`src/logic/crip_pkg.sv`:
```
// constants, field layouts and carrier types of the clock, reset and interrupt pin logic
package crip_pkg;

	// ----------------------------------------------------------------
	// register map
	// ----------------------------------------------------------------
	localparam int          APB_AW           = 8;
	localparam int          APB_DW           = 32;
	localparam logic [7:0]  ADDR_OPTION2     = 8'h00;
	localparam logic [7:0]  ADDR_FLAGS       = 8'h04;
	localparam logic [7:0]  ADDR_STATUS      = 8'h08;
	localparam logic [7:0]  ADDR_ACK         = 8'h0C;

	// ----------------------------------------------------------------
	// field positions
	// ----------------------------------------------------------------
	localparam int          OPT_E_OFF        = 0;
	localparam int          OPT_QUAD_EN      = 1;
	localparam int          OPT_EDGE_SEL     = 2;
	localparam int          OPT_STOP         = 3;
	localparam int          FLG_NMI_MASK     = 0;
	localparam int          FLG_IRQ_MASK     = 1;
	localparam int          ACK_EDGE         = 0;
	localparam int          STS_RST_EXT      = 0;
	localparam int          STS_IRQ_PEND     = 1;
	localparam int          STS_NMI_PEND     = 2;
	localparam int          STS_HALTED       = 3;
	localparam int          STS_E_LEVEL      = 4;
	localparam int          STS_RST_PIN      = 5;
	localparam int          STS_SINGLE_CHIP  = 6;

	// ----------------------------------------------------------------
	// reset values
	// ----------------------------------------------------------------
	localparam logic        RST_E_OFF        = 1'b0;
	localparam logic        RST_QUAD_EN      = 1'b1;
	localparam logic        RST_EDGE_SEL     = 1'b0;
	localparam logic        RST_NMI_MASK     = 1'b1;
	localparam logic        RST_IRQ_MASK     = 1'b1;
	localparam logic        RST_EXT_FLAG     = 1'b0;
	localparam logic        PIN_IDLE         = 1'b1;

	// ----------------------------------------------------------------
	// timing
	// ----------------------------------------------------------------
	localparam int          OSC_DIV          = 2;
	localparam int          QUAD_PER_E       = 4;
	localparam int          TICKS_PER_QUAD   = 2;
	localparam int          TICKS_PER_E      = QUAD_PER_E * TICKS_PER_QUAD;
	localparam int          E_PH_W           = $clog2(TICKS_PER_E);
	localparam logic [2:0]  E_PH_LAST_LOW    = 3'(TICKS_PER_E / 2 - 1);
	localparam int          CNT_W            = 4;
	localparam logic [3:0]  INTERNAL_LIMIT_E = 4'h2;
	localparam logic [3:0]  RST_DRIVE_E      = 4'h4;
	localparam int          SYNC_W           = 4;

	// ----------------------------------------------------------------
	// carrier types
	// ----------------------------------------------------------------
	typedef struct packed
	{
		logic request_edge_select;
		logic quad_clock_enable_bit;
		logic e_clock_off;
	} crip_option_s;

	typedef struct packed
	{
		logic irq_mask;
		logic nmi_mask;
	} crip_flags_s;

	typedef enum logic [3:0]
	{
		ST_RUN    = 4'b0001,
		ST_DRIVE  = 4'b0010,
		ST_SENSE  = 4'b0100,
		ST_EXTRST = 4'b1000
	} crip_state_e;

endpackage

```
`src/logic/crip_div.sv`:
```
// enable-pulse divider, one pulse every DIV clocks while enabled
`timescale 1ns/1ps
module crip_div
#(
	parameter int DIV = 2
)
(
	// clock and reset
	input  wire logic pclk,
	input  wire logic presetn,
	// control
	input  wire logic en,
	output logic      tick
);
	localparam int CW = (DIV > 1) ? $clog2(DIV) : 1;
	localparam logic [CW-1:0] LAST = CW'(DIV - 1);

	logic [CW-1:0] cnt_ff;

	always_ff @(posedge pclk or negedge presetn)
	begin
		if (!presetn)
			cnt_ff <= '0;
		else if (en)
			cnt_ff <= (cnt_ff == LAST) ? '0 : cnt_ff + CW'(1);
	end

	assign tick = en && (cnt_ff == LAST);
endmodule

```
`src/logic/crip_sync.sv`:
```
// two-stage synchroniser for asynchronous pin levels
`timescale 1ns/1ps
module crip_sync
#(
	parameter int         WIDTH   = 1,
	parameter logic [0:0] RST_VAL = 1'b1
)
(
	// clock and reset
	input  wire logic             pclk,
	input  wire logic             presetn,
	// levels
	input  wire logic [WIDTH-1:0] async_in,
	output logic      [WIDTH-1:0] sync_out
);
	logic [WIDTH-1:0] meta_ff;
	logic [WIDTH-1:0] sync_ff;

	always_ff @(posedge pclk or negedge presetn)
	begin
		if (!presetn)
		begin
			meta_ff <= {WIDTH{RST_VAL}};
			sync_ff <= {WIDTH{RST_VAL}};
		end
		else
		begin
			meta_ff <= async_in;
			sync_ff <= meta_ff;
		end
	end

	assign sync_out = sync_ff;
endmodule

```
`src/logic/crip_top.sv`:
```
// clock outputs, reset pin handling and external interrupt request inputs
`timescale 1ns/1ps

// What this block does
// low reset pin resets core, registers and requests, not the clock dividers
// monitor or watchdog failure pulls pin low
// pin high within two E: internal reset
// E clock is oscillator tick divided by eight
// E low internal work, high data access
// halt mode stops every clock output
// E output switchable off in single-chip
// quad clock on after reset, bit disables
// maskable request edge or level by bit
// reset selects level triggering
// reset sets nonmaskable mask bit
// nonmaskable request sensed by level
// shared maskable line needs level triggering
// sharing sources drive open-drain only
// source holds line low until acknowledged
// still-low line re-requests when unmasked
// fully static, any clock down to zero
// synchronise both request inputs first
module crip_top
	import crip_pkg::*;
#(
	parameter int OSC_DIVIDE = crip_pkg::OSC_DIV
)
(
	// clock and reset
	input  wire logic                     pclk,
	input  wire logic                     presetn,
	// apb slave
	input  wire logic [crip_pkg::APB_AW-1:0] paddr,
	input  wire logic                     psel,
	input  wire logic                     penable,
	input  wire logic                     pwrite,
	input  wire logic [crip_pkg::APB_DW-1:0] pwdata,
	output logic      [crip_pkg::APB_DW-1:0] prdata,
	output logic                          pready,
	output logic                          pslverr,
	// bidirectional open-drain reset pin
	input  wire logic                     reset_pin_in,
	output logic                          reset_pin_out,
	output logic                          reset_pin_oe_n,
	// clock outputs
	output logic                          e_clock_out,
	output logic                          quad_rate_clock_out,
	// interrupt request pins, active low
	input  wire logic                     irq_pin_n,
	input  wire logic                     nonmaskable_request_pin_n,
	// mode and failure inputs
	input  wire logic                     single_chip_mode,
	input  wire logic                     clock_monitor_fail,
	input  wire logic                     watchdog_fail,
	// towards the core
	output logic                          internal_reset_n,
	output logic                          data_access_phase,
	output logic                          maskable_int_req,
	output logic                          nonmask_int_req,
	output logic                          clocks_halted
);
	import crip_pkg::*;

	// ----------------------------------------------------------------
	// declarations
	// ----------------------------------------------------------------
	crip_state_e            state_ff;
	crip_state_e            nxt_state;
	crip_option_s           option_ff;
	crip_flags_s            flags_ff;
	logic [CNT_W-1:0]       e_cnt_ff;
	logic [CNT_W-1:0]       nxt_e_cnt;
	logic                   rst_external_ff;
	logic                   halted_ff;
	logic [E_PH_W-1:0]      e_ph_ff;
	logic                   quad_ff;
	logic                   e_clock_out_ff;
	logic                   quad_out_ff;
	logic                   data_access_ff;
	logic                   irq_prev_ff;
	logic                   edge_latch_ff;
	logic                   mask_req_ff;
	logic                   nmi_req_ff;
	logic                   int_rst_n_ff;
	logic                   oe_n_ff;
	logic [APB_DW-1:0]      prdata_ff;
	logic [SYNC_W-1:0]      pins_async;
	logic [SYNC_W-1:0]      pins_sync;
	logic                   rst_pin_s;
	logic                   irq_s;
	logic                   nmi_s;
	logic                   single_chip_s;
	logic                   osc_tick;
	logic                   e_rise;
	logic                   e_level;
	logic                   sys_rst;
	logic                   fail;
	logic                   wr_en;
	logic                   rd_setup;
	logic                   addr_hit;
	logic                   irq_fall;
	logic                   irq_pending;
	logic                   nmi_pending;
	logic                   ack_edge;
	logic                   stop_wr;
	logic                   wake;
	logic [APB_DW-1:0]      rd_mux;

	// ----------------------------------------------------------------
	// pin synchronisers
	// ----------------------------------------------------------------
	assign pins_async = {single_chip_mode, nonmaskable_request_pin_n, irq_pin_n, reset_pin_in};

	crip_sync #(
		.WIDTH   (SYNC_W),
		.RST_VAL (PIN_IDLE)
	) u_sync (
		.pclk     (pclk),
		.presetn  (presetn),
		.async_in (pins_async),
		.sync_out (pins_sync)
	);

	assign rst_pin_s     = pins_sync[0];
	assign irq_s         = pins_sync[1];
	assign nmi_s         = pins_sync[2];
	assign single_chip_s = pins_sync[3];

	// ----------------------------------------------------------------
	// oscillator tick, halted in stop mode
	// ----------------------------------------------------------------
	crip_div #(
		.DIV (OSC_DIVIDE)
	) u_osc_div (
		.pclk    (pclk),
		.presetn (presetn),
		.en      (!halted_ff),
		.tick    (osc_tick)
	);

	// ----------------------------------------------------------------
	// E and quad-rate clock generation
	// ----------------------------------------------------------------
	// quad clock toggles every tick; E spans four quad periods
	always_ff @(posedge pclk or negedge presetn)
	begin
		if (!presetn)
		begin
			e_ph_ff <= '0;
			quad_ff <= 1'b0;
		end
		else if (osc_tick)
		begin
			e_ph_ff <= e_ph_ff + E_PH_W'(1);
			quad_ff <= !quad_ff;
		end
	end

	assign e_level = e_ph_ff[E_PH_W-1];
	assign e_rise  = osc_tick && (e_ph_ff == E_PH_LAST_LOW);

	always_ff @(posedge pclk or negedge presetn)
	begin
		if (!presetn)
		begin
			e_clock_out_ff <= 1'b0;
			quad_out_ff    <= 1'b0;
			data_access_ff <= 1'b0;
		end
		else
		begin
			// outputs forced low while halted
			e_clock_out_ff <= e_level && !halted_ff
				&& !(option_ff.e_clock_off && single_chip_s);
			quad_out_ff    <= quad_ff && !halted_ff && option_ff.quad_clock_enable_bit;
			data_access_ff <= e_level && !halted_ff;
		end
	end

	// ----------------------------------------------------------------
	// reset pin state machine
	// ----------------------------------------------------------------
	assign fail    = clock_monitor_fail || watchdog_fail;
	assign sys_rst = (state_ff != ST_RUN);

	always_comb
	begin
		nxt_state = state_ff;
		nxt_e_cnt = e_cnt_ff;
		unique case (state_ff)
			ST_RUN:
			begin
				nxt_e_cnt = '0;
				if (fail)
					nxt_state = ST_DRIVE;
				else if (!rst_pin_s)
					nxt_state = ST_EXTRST;
			end
			ST_DRIVE:
			begin
				if (e_rise)
				begin
					if (e_cnt_ff == RST_DRIVE_E - CNT_W'(1))
					begin
						nxt_state = ST_SENSE;
						nxt_e_cnt = '0;
					end
					else
						nxt_e_cnt = e_cnt_ff + CNT_W'(1);
				end
			end
			ST_SENSE:
			begin
				if (rst_pin_s)
					nxt_state = ST_RUN;
				else if (e_rise)
				begin
					if (e_cnt_ff == INTERNAL_LIMIT_E - CNT_W'(1))
						nxt_state = ST_EXTRST;
					else
						nxt_e_cnt = e_cnt_ff + CNT_W'(1);
				end
			end
			ST_EXTRST:
			begin
				if (rst_pin_s)
					nxt_state = ST_RUN;
			end
		endcase
	end

	always_ff @(posedge pclk or negedge presetn)
	begin
		if (!presetn)
		begin
			state_ff <= ST_RUN;
			e_cnt_ff <= '0;
		end
		else
		begin
			state_ff <= nxt_state;
			e_cnt_ff <= nxt_e_cnt;
		end
	end

	// reset type survives the internal reset it describes
	always_ff @(posedge pclk or negedge presetn)
	begin
		if (!presetn)
			rst_external_ff <= RST_EXT_FLAG;
		else if (sys_rst && nxt_state == ST_RUN)
			rst_external_ff <= (state_ff == ST_EXTRST);
	end

	always_ff @(posedge pclk or negedge presetn)
	begin
		if (!presetn)
		begin
			oe_n_ff      <= 1'b1;
			int_rst_n_ff <= 1'b0;
		end
		else
		begin
			oe_n_ff      <= !(nxt_state == ST_DRIVE);
			int_rst_n_ff <= (nxt_state == ST_RUN);
		end
	end

	// ----------------------------------------------------------------
	// apb access decode
	// ----------------------------------------------------------------
	assign wr_en    = psel && penable && pwrite && !sys_rst;
	assign rd_setup = psel && !penable && !pwrite;
	assign addr_hit = (paddr == ADDR_OPTION2) || (paddr == ADDR_FLAGS)
		|| (paddr == ADDR_STATUS) || (paddr == ADDR_ACK);
	assign stop_wr  = wr_en && (paddr == ADDR_OPTION2) && pwdata[OPT_STOP];
	assign ack_edge = wr_en && (paddr == ADDR_ACK) && pwdata[ACK_EDGE];

	// ----------------------------------------------------------------
	// option and condition flag registers
	// ----------------------------------------------------------------
	always_ff @(posedge pclk or negedge presetn)
	begin
		if (!presetn)
		begin
			option_ff.e_clock_off           <= RST_E_OFF;
			option_ff.quad_clock_enable_bit <= RST_QUAD_EN;
			option_ff.request_edge_select   <= RST_EDGE_SEL;
		end
		else if (sys_rst)
		begin
			option_ff.e_clock_off           <= RST_E_OFF;
			option_ff.quad_clock_enable_bit <= RST_QUAD_EN;
			option_ff.request_edge_select   <= RST_EDGE_SEL;
		end
		else if (wr_en && paddr == ADDR_OPTION2)
		begin
			option_ff.e_clock_off           <= pwdata[OPT_E_OFF];
			option_ff.quad_clock_enable_bit <= pwdata[OPT_QUAD_EN];
			option_ff.request_edge_select   <= pwdata[OPT_EDGE_SEL];
		end
	end

	// nonmaskable mask can only be cleared by software
	always_ff @(posedge pclk or negedge presetn)
	begin
		if (!presetn)
		begin
			flags_ff.nmi_mask <= RST_NMI_MASK;
			flags_ff.irq_mask <= RST_IRQ_MASK;
		end
		else if (sys_rst)
		begin
			flags_ff.nmi_mask <= RST_NMI_MASK;
			flags_ff.irq_mask <= RST_IRQ_MASK;
		end
		else if (wr_en && paddr == ADDR_FLAGS)
		begin
			flags_ff.nmi_mask <= flags_ff.nmi_mask && pwdata[FLG_NMI_MASK];
			flags_ff.irq_mask <= pwdata[FLG_IRQ_MASK];
		end
	end

	// ----------------------------------------------------------------
	// interrupt request sensing
	// ----------------------------------------------------------------
	assign irq_fall = irq_prev_ff && !irq_s;

	always_ff @(posedge pclk or negedge presetn)
	begin
		if (!presetn)
		begin
			irq_prev_ff   <= PIN_IDLE;
			edge_latch_ff <= 1'b0;
		end
		else if (sys_rst)
		begin
			irq_prev_ff   <= irq_s;
			edge_latch_ff <= 1'b0;
		end
		else
		begin
			irq_prev_ff <= irq_s;
			// a new edge wins over a simultaneous acknowledge
			if (option_ff.request_edge_select && irq_fall)
				edge_latch_ff <= 1'b1;
			else if (ack_edge || !option_ff.request_edge_select)
				edge_latch_ff <= 1'b0;
		end
	end

	// level mode follows the line, so a held line re-requests
	assign irq_pending = option_ff.request_edge_select ? edge_latch_ff : !irq_s;
	assign nmi_pending = !nmi_s;

	always_ff @(posedge pclk or negedge presetn)
	begin
		if (!presetn)
		begin
			mask_req_ff <= 1'b0;
			nmi_req_ff  <= 1'b0;
		end
		else
		begin
			mask_req_ff <= irq_pending && !flags_ff.irq_mask && !sys_rst;
			nmi_req_ff  <= nmi_pending && !flags_ff.nmi_mask && !sys_rst;
		end
	end

	// ----------------------------------------------------------------
	// stop mode
	// ----------------------------------------------------------------
	assign wake = (irq_pending && !flags_ff.irq_mask) || (nmi_pending && !flags_ff.nmi_mask);

	always_ff @(posedge pclk or negedge presetn)
	begin
		if (!presetn)
			halted_ff <= 1'b0;
		else if (sys_rst || fail || wake)
			halted_ff <= 1'b0;
		else if (stop_wr)
			halted_ff <= 1'b1;
	end

	// ----------------------------------------------------------------
	// apb read data
	// ----------------------------------------------------------------
	always_comb
	begin
		rd_mux = '0;
		unique case (paddr)
			ADDR_OPTION2:
			begin
				rd_mux[OPT_E_OFF]    = option_ff.e_clock_off;
				rd_mux[OPT_QUAD_EN]  = option_ff.quad_clock_enable_bit;
				rd_mux[OPT_EDGE_SEL] = option_ff.request_edge_select;
			end
			ADDR_FLAGS:
			begin
				rd_mux[FLG_NMI_MASK] = flags_ff.nmi_mask;
				rd_mux[FLG_IRQ_MASK] = flags_ff.irq_mask;
			end
			ADDR_STATUS:
			begin
				rd_mux[STS_RST_EXT]     = rst_external_ff;
				rd_mux[STS_IRQ_PEND]    = irq_pending;
				rd_mux[STS_NMI_PEND]    = nmi_pending;
				rd_mux[STS_HALTED]      = halted_ff;
				rd_mux[STS_E_LEVEL]     = e_level;
				rd_mux[STS_RST_PIN]     = rst_pin_s;
				rd_mux[STS_SINGLE_CHIP] = single_chip_s;
			end
			default:
			begin
				rd_mux = '0;
			end
		endcase
	end

	always_ff @(posedge pclk or negedge presetn)
	begin
		if (!presetn)
			prdata_ff <= '0;
		else if (rd_setup)
			prdata_ff <= rd_mux;
	end

	// ----------------------------------------------------------------
	// outputs
	// ----------------------------------------------------------------
	assign prdata              = prdata_ff;
	assign pready              = 1'b1;
	assign pslverr             = psel && penable && !addr_hit;
	assign reset_pin_out       = 1'b0;
	assign reset_pin_oe_n      = oe_n_ff;
	assign e_clock_out         = e_clock_out_ff;
	assign quad_rate_clock_out = quad_out_ff;
	assign internal_reset_n    = int_rst_n_ff;
	assign data_access_phase   = data_access_ff;
	assign maskable_int_req    = mask_req_ff;
	assign nonmask_int_req     = nmi_req_ff;
	assign clocks_halted       = halted_ff;
endmodule

```
`config.mk`:
```
export PLATFORM = sky130hd
export DESIGN_NAME = crip_top
export DESIGN_NICKNAME = d
export VERILOG_FILES = /design/src/logic/crip_pkg.sv /design/src/logic/crip_div.sv /design/src/logic/crip_sync.sv /design/src/logic/crip_top.sv
export SDC_FILE = /design/constraint.sdc
export NUM_CORES = 1
export LEC_CHECK = 0
export BUFFER_PORTS_ARGS = -buffer_cell sky130_fd_sc_hd__buf_2
export CORE_ASPECT_RATIO = 2
export CORE_MARGIN = 2
export CORE_UTILIZATION = 48
export DETAILED_ROUTE_END_ITERATION = 6
export MAX_ROUTING_LAYER = met4
export PLACE_DENSITY = 0.79
export SLEW_MARGIN = 20
export SYNTH_ARGS = -nofsm -noshare
export SYNTH_HDL_FRONTEND = slang
export SYNTH_SLANG_ARGS = --single-unit
```
`constraint.sdc`:
```
create_clock -name pclk -period 2.5 [get_ports pclk]
set_clock_uncertainty 0.1 [all_clocks]
set_input_delay 0.125 -clock pclk [delete_from_list [all_inputs] [get_ports pclk]]
set_output_delay 0.125 -clock pclk [all_outputs]
set_load 0.05 [all_outputs]
```
==> flow_summary.json <==
{
  "outcome": "completed",
  "ant_nets": 0,
  "via_count": 1593,
  "drv_cap": 0,
  "crit_family": "simple AND/OR/NAND/NOR gates",
  "wire_per_inst_um": 13.9,
  "final_common_cell": "buf_2",
  "clockBufferDepth": 2,
  "rsz0062_at_grt": "no",
  "drt_iter0_drc": 40,
  "p_per_area_nw_per_um2": 556,
  "yosysTopAreaCell": "dfrtp_1",
  "cts_made_buffers": 5,
  "firstDrtPassIters": 4,
  "die_y_um": 102,
  "synthTopCellsByArea": "dfrtp_1, dfstp_2, buf_4, a22o_1, mux2i_1",
  "cts_sinks": 44,
  "fin_util": 0.570,
  "relSlewSlack": 0.364,
  "cp_slowest_stage_delay_ns": 0.62,
  "end_kind": "flip-flop",
  "hold_path_end": "flags_ff[1]$_DFFE_PN1P_",
  "final_area_um2": 2620,
  "core_um2": 4600,
  "most-common-layout-cells": "buf_2, dfrtp_1, conb_1",
  "place_congestion": 0.793,
  "worstHoldStart": "paddr[0]",
  "diodes": 0,
  "pwr-share-clk": 0.385,
  "path_class": "reg -> reg",
  "cts.reportedPaths.clkPinSlew_ns": 0.08,
  "synth_flop_cell": "dfrtp_1",
  "fin_hold_ws_ns": 0.0981,
  "r2r_setup_slack_ns": 0.45,
  "dpl.cell_count": 292,
  "fin_setup_tns_ns": 0,
  "p_leak_nw": 1.28,
  "power.total_mw": 1.46,
  "final_cells": 308,
  "p_int_mw": 1.09,
  "critPathSlowestCell": "or4b_4",
  "dp_slack_ns": 0.445,
  "grt_pass1_vias": 1548,
  "drive_gt1_frac": 0.304,
  "yosysSeqAreaShare": 0.484,
  "routed_wl_um": 4280,
  "portBuffers": 38,
  "setup_ws_ns": 0.449,
  "syn_area_um2": 2310,
  "crit_fanout": 12,
  "via_per_inst": 5.17,
  "setup_viol": 0,
  "finalCritPeriodShare": 0.821,
  "ys_warn_count": 0,
  "cts_tree": "yes",
  "hold_class": "in -> reg",
  "finalHoldViolations": 0,
  "r2r-start": "state_ff[3]$_DFF_PN0_",
  "fmax_mhz": 487,
  "seqPwrFrac": 0.502,
  "initial_core_util": 0.502,
  "arrival_ns": 2.13,
  "dieArea_um2": 5420,
  "die_w_um": 53.1,
  "synthArstFlopShare": 1.00,
  "finalMaxSlewViolations": 0,
  "path_buf_inv": 0,
  "tightest_slew_ns": 0.954,
  "clock_latency_ns": 0.29,
  "r2r.worst_path.cells": 4,
  "place_area_um2": 2420,
  "path_cells": "or4b_4 -> o21ai_2 -> or2_2 -> mux2_1",
  "antenna_found_initial": 0,
  "r2r-end": "e_cnt_ff[1]$_DFFE_PN0P_",
  "grt_max_degree": 45,
  "drc": 0,
  "cp.required_ns": 2.58,
  "ios": 94,
  "synth_cells": 207,
  "power.share.switching": 0.256,
  "area_growth_pct": 13.5,
  "grt_first_pass_wirelength_um": 6840,
  "synth_top_area_share": 0.325,
  "min_period_ns": 2.05,
  "overflow": 0,
  "ys_ff_latch": 44,
  "cp-start-kind": "flip-flop",
  "post_cts_buffers": 0,
  "row_count": 35,
  "synth_edf_count": 0,
  "syn_area_per_cell_um2": 11.2,
  "htree_levels": 2,
  "pwr-share-comb": 0.113,
  "p_sw_uw": 373,
  "yosysUniqueCellTypes": 54,
  "dp_hpwl_um": 3240,
  "cts_root_buf": "clkbuf_8",
  "layout.nets": 307,
  "whs_path_depth": 4,
  "vdd.ir_drop.worst_mv": 0.411,
  "grt_use_total": 0.178
}
==> how the worst max path moves through the flow <==
stage / start / end / slack (ns) / cells past startpoint
6_report: state_ff[3]$_DFF_PN0_ / e_cnt_ff[1]$_DFFE_PN0P_ / 0.45 / 4
5_1_grt: e_cnt_ff[0]$_DFFE_PN0P_ / e_cnt_ff[0]$_DFFE_PN0P_ / 0.31 / 5
4_1_cts: e_ph_ff[0]$_DFFE_PN0P_ / e_cnt_ff[1]$_DFFE_PN0P_ / 0.43 / 6
3_5_place_dp: e_ph_ff[0]$_DFFE_PN0P_ / e_cnt_ff[1]$_DFFE_PN0P_ / 0.44 / 6
3_3_place_gp: state_ff[3]$_DFF_PN0_ / e_cnt_ff[1]$_DFFE_PN0P_ / 0.48 / 4
2_1_floorplan: clocks_halted$_DFFE_PN0P_ / e_cnt_ff[1]$_DFFE_PN0P_ / 0.36 / 5
==> registers in the layout, summed over array words and instances, names as in the netlist, 2 cells and up <==
name             flops
e_ph_ff              3
u_sync.sync_out      4
state_ff             4
option_ff            3
flags_ff             2
e_cnt_ff             4
prdata               7
u_sync.meta_ff       4
==> power by group through the flow <==
stage               registers [mW]  clock network (mW)  logic [mW]
finish                       0.733               0.561       0.165
global route                 0.734               0.598       0.176
CTS                          0.733               0.571       0.165
detailed placement           0.746                   0       0.155
global placement             0.745                   0       0.154
floorplan                    0.744                   0       0.150
==> cell usage after synthesis, drive strengths merged, types with 3 or more instances <==
| cell | count |
|---|---|
| a22o | 7 |
| buf | 34 |
| dfrtp | 30 |
| dfstp | 14 |
| ha | 4 |
| inv | 10 |
| mux2 | 3 |
| mux2i | 6 |
| nand2 | 11 |
| nand2b | 5 |
| nor2 | 15 |
| nor3 | 4 |
| nor4 | 3 |
| nor4b | 4 |
| o21ai | 5 |
| o22ai | 4 |
| o2bb2ai | 4 |
| xnor2 | 4 |
==> per-layer routing <==
metal	GRT usage	vias up	share of wire
met5	-	-	0
met4	0.0868	0	0.027
met3	0.0278	10	0.048
met2	0.339	56	0.57
met1	0.161	767	0.36
li1	-	760	-
==> worst min-delay path, delay by kind of cell <==
| kind | cells | cell delay (ns) |
|---|---|---|
| AO/OA/AOI/OAI | 1 | 0.09 |
| buffers and inverters | 1 | 0.08 |
| AND/OR/NAND/NOR | 2 | 0.18 |
==> what timing repair did <==
action                                  in CTS  in global routing
hold endpoints to repair                    37                  0
resized for setup                            0                  0
hold buffers                                 8                  0
endpoints found under the setup margin       0                  0
==> cell type report <==
cell class                      count  area [um^2]
Clock inverter                      2         38.8
Clock buffer                        6         82.6
Sequential cell                    44         1120
Timing Repair Buffer               48          285
Fill cell                         425         1980
Tap cell                           55         68.8
Inverter                           10         37.5
Multi-Input combinational cell    143          991
==> cell families (layout without fill, tap and decap cells) <==
group / count (synthesis) / in the layout / share of synthesized area
compound gates: 36 / 36 / 0.127
fa+ha+maj: 4 / 4 / 0.0217
simple gates: 62 / 62 / 0.177
mux: 9 / 9 / 0.0406
other cells: 2 / 27 / 0.00325
xor+xnor: 5 / 5 / 0.0190
buf+inv: 45 / 66 / 0.127
flops: 44 / 44 / 0.484
Note: power is estimated with default switching activity, not from simulation.
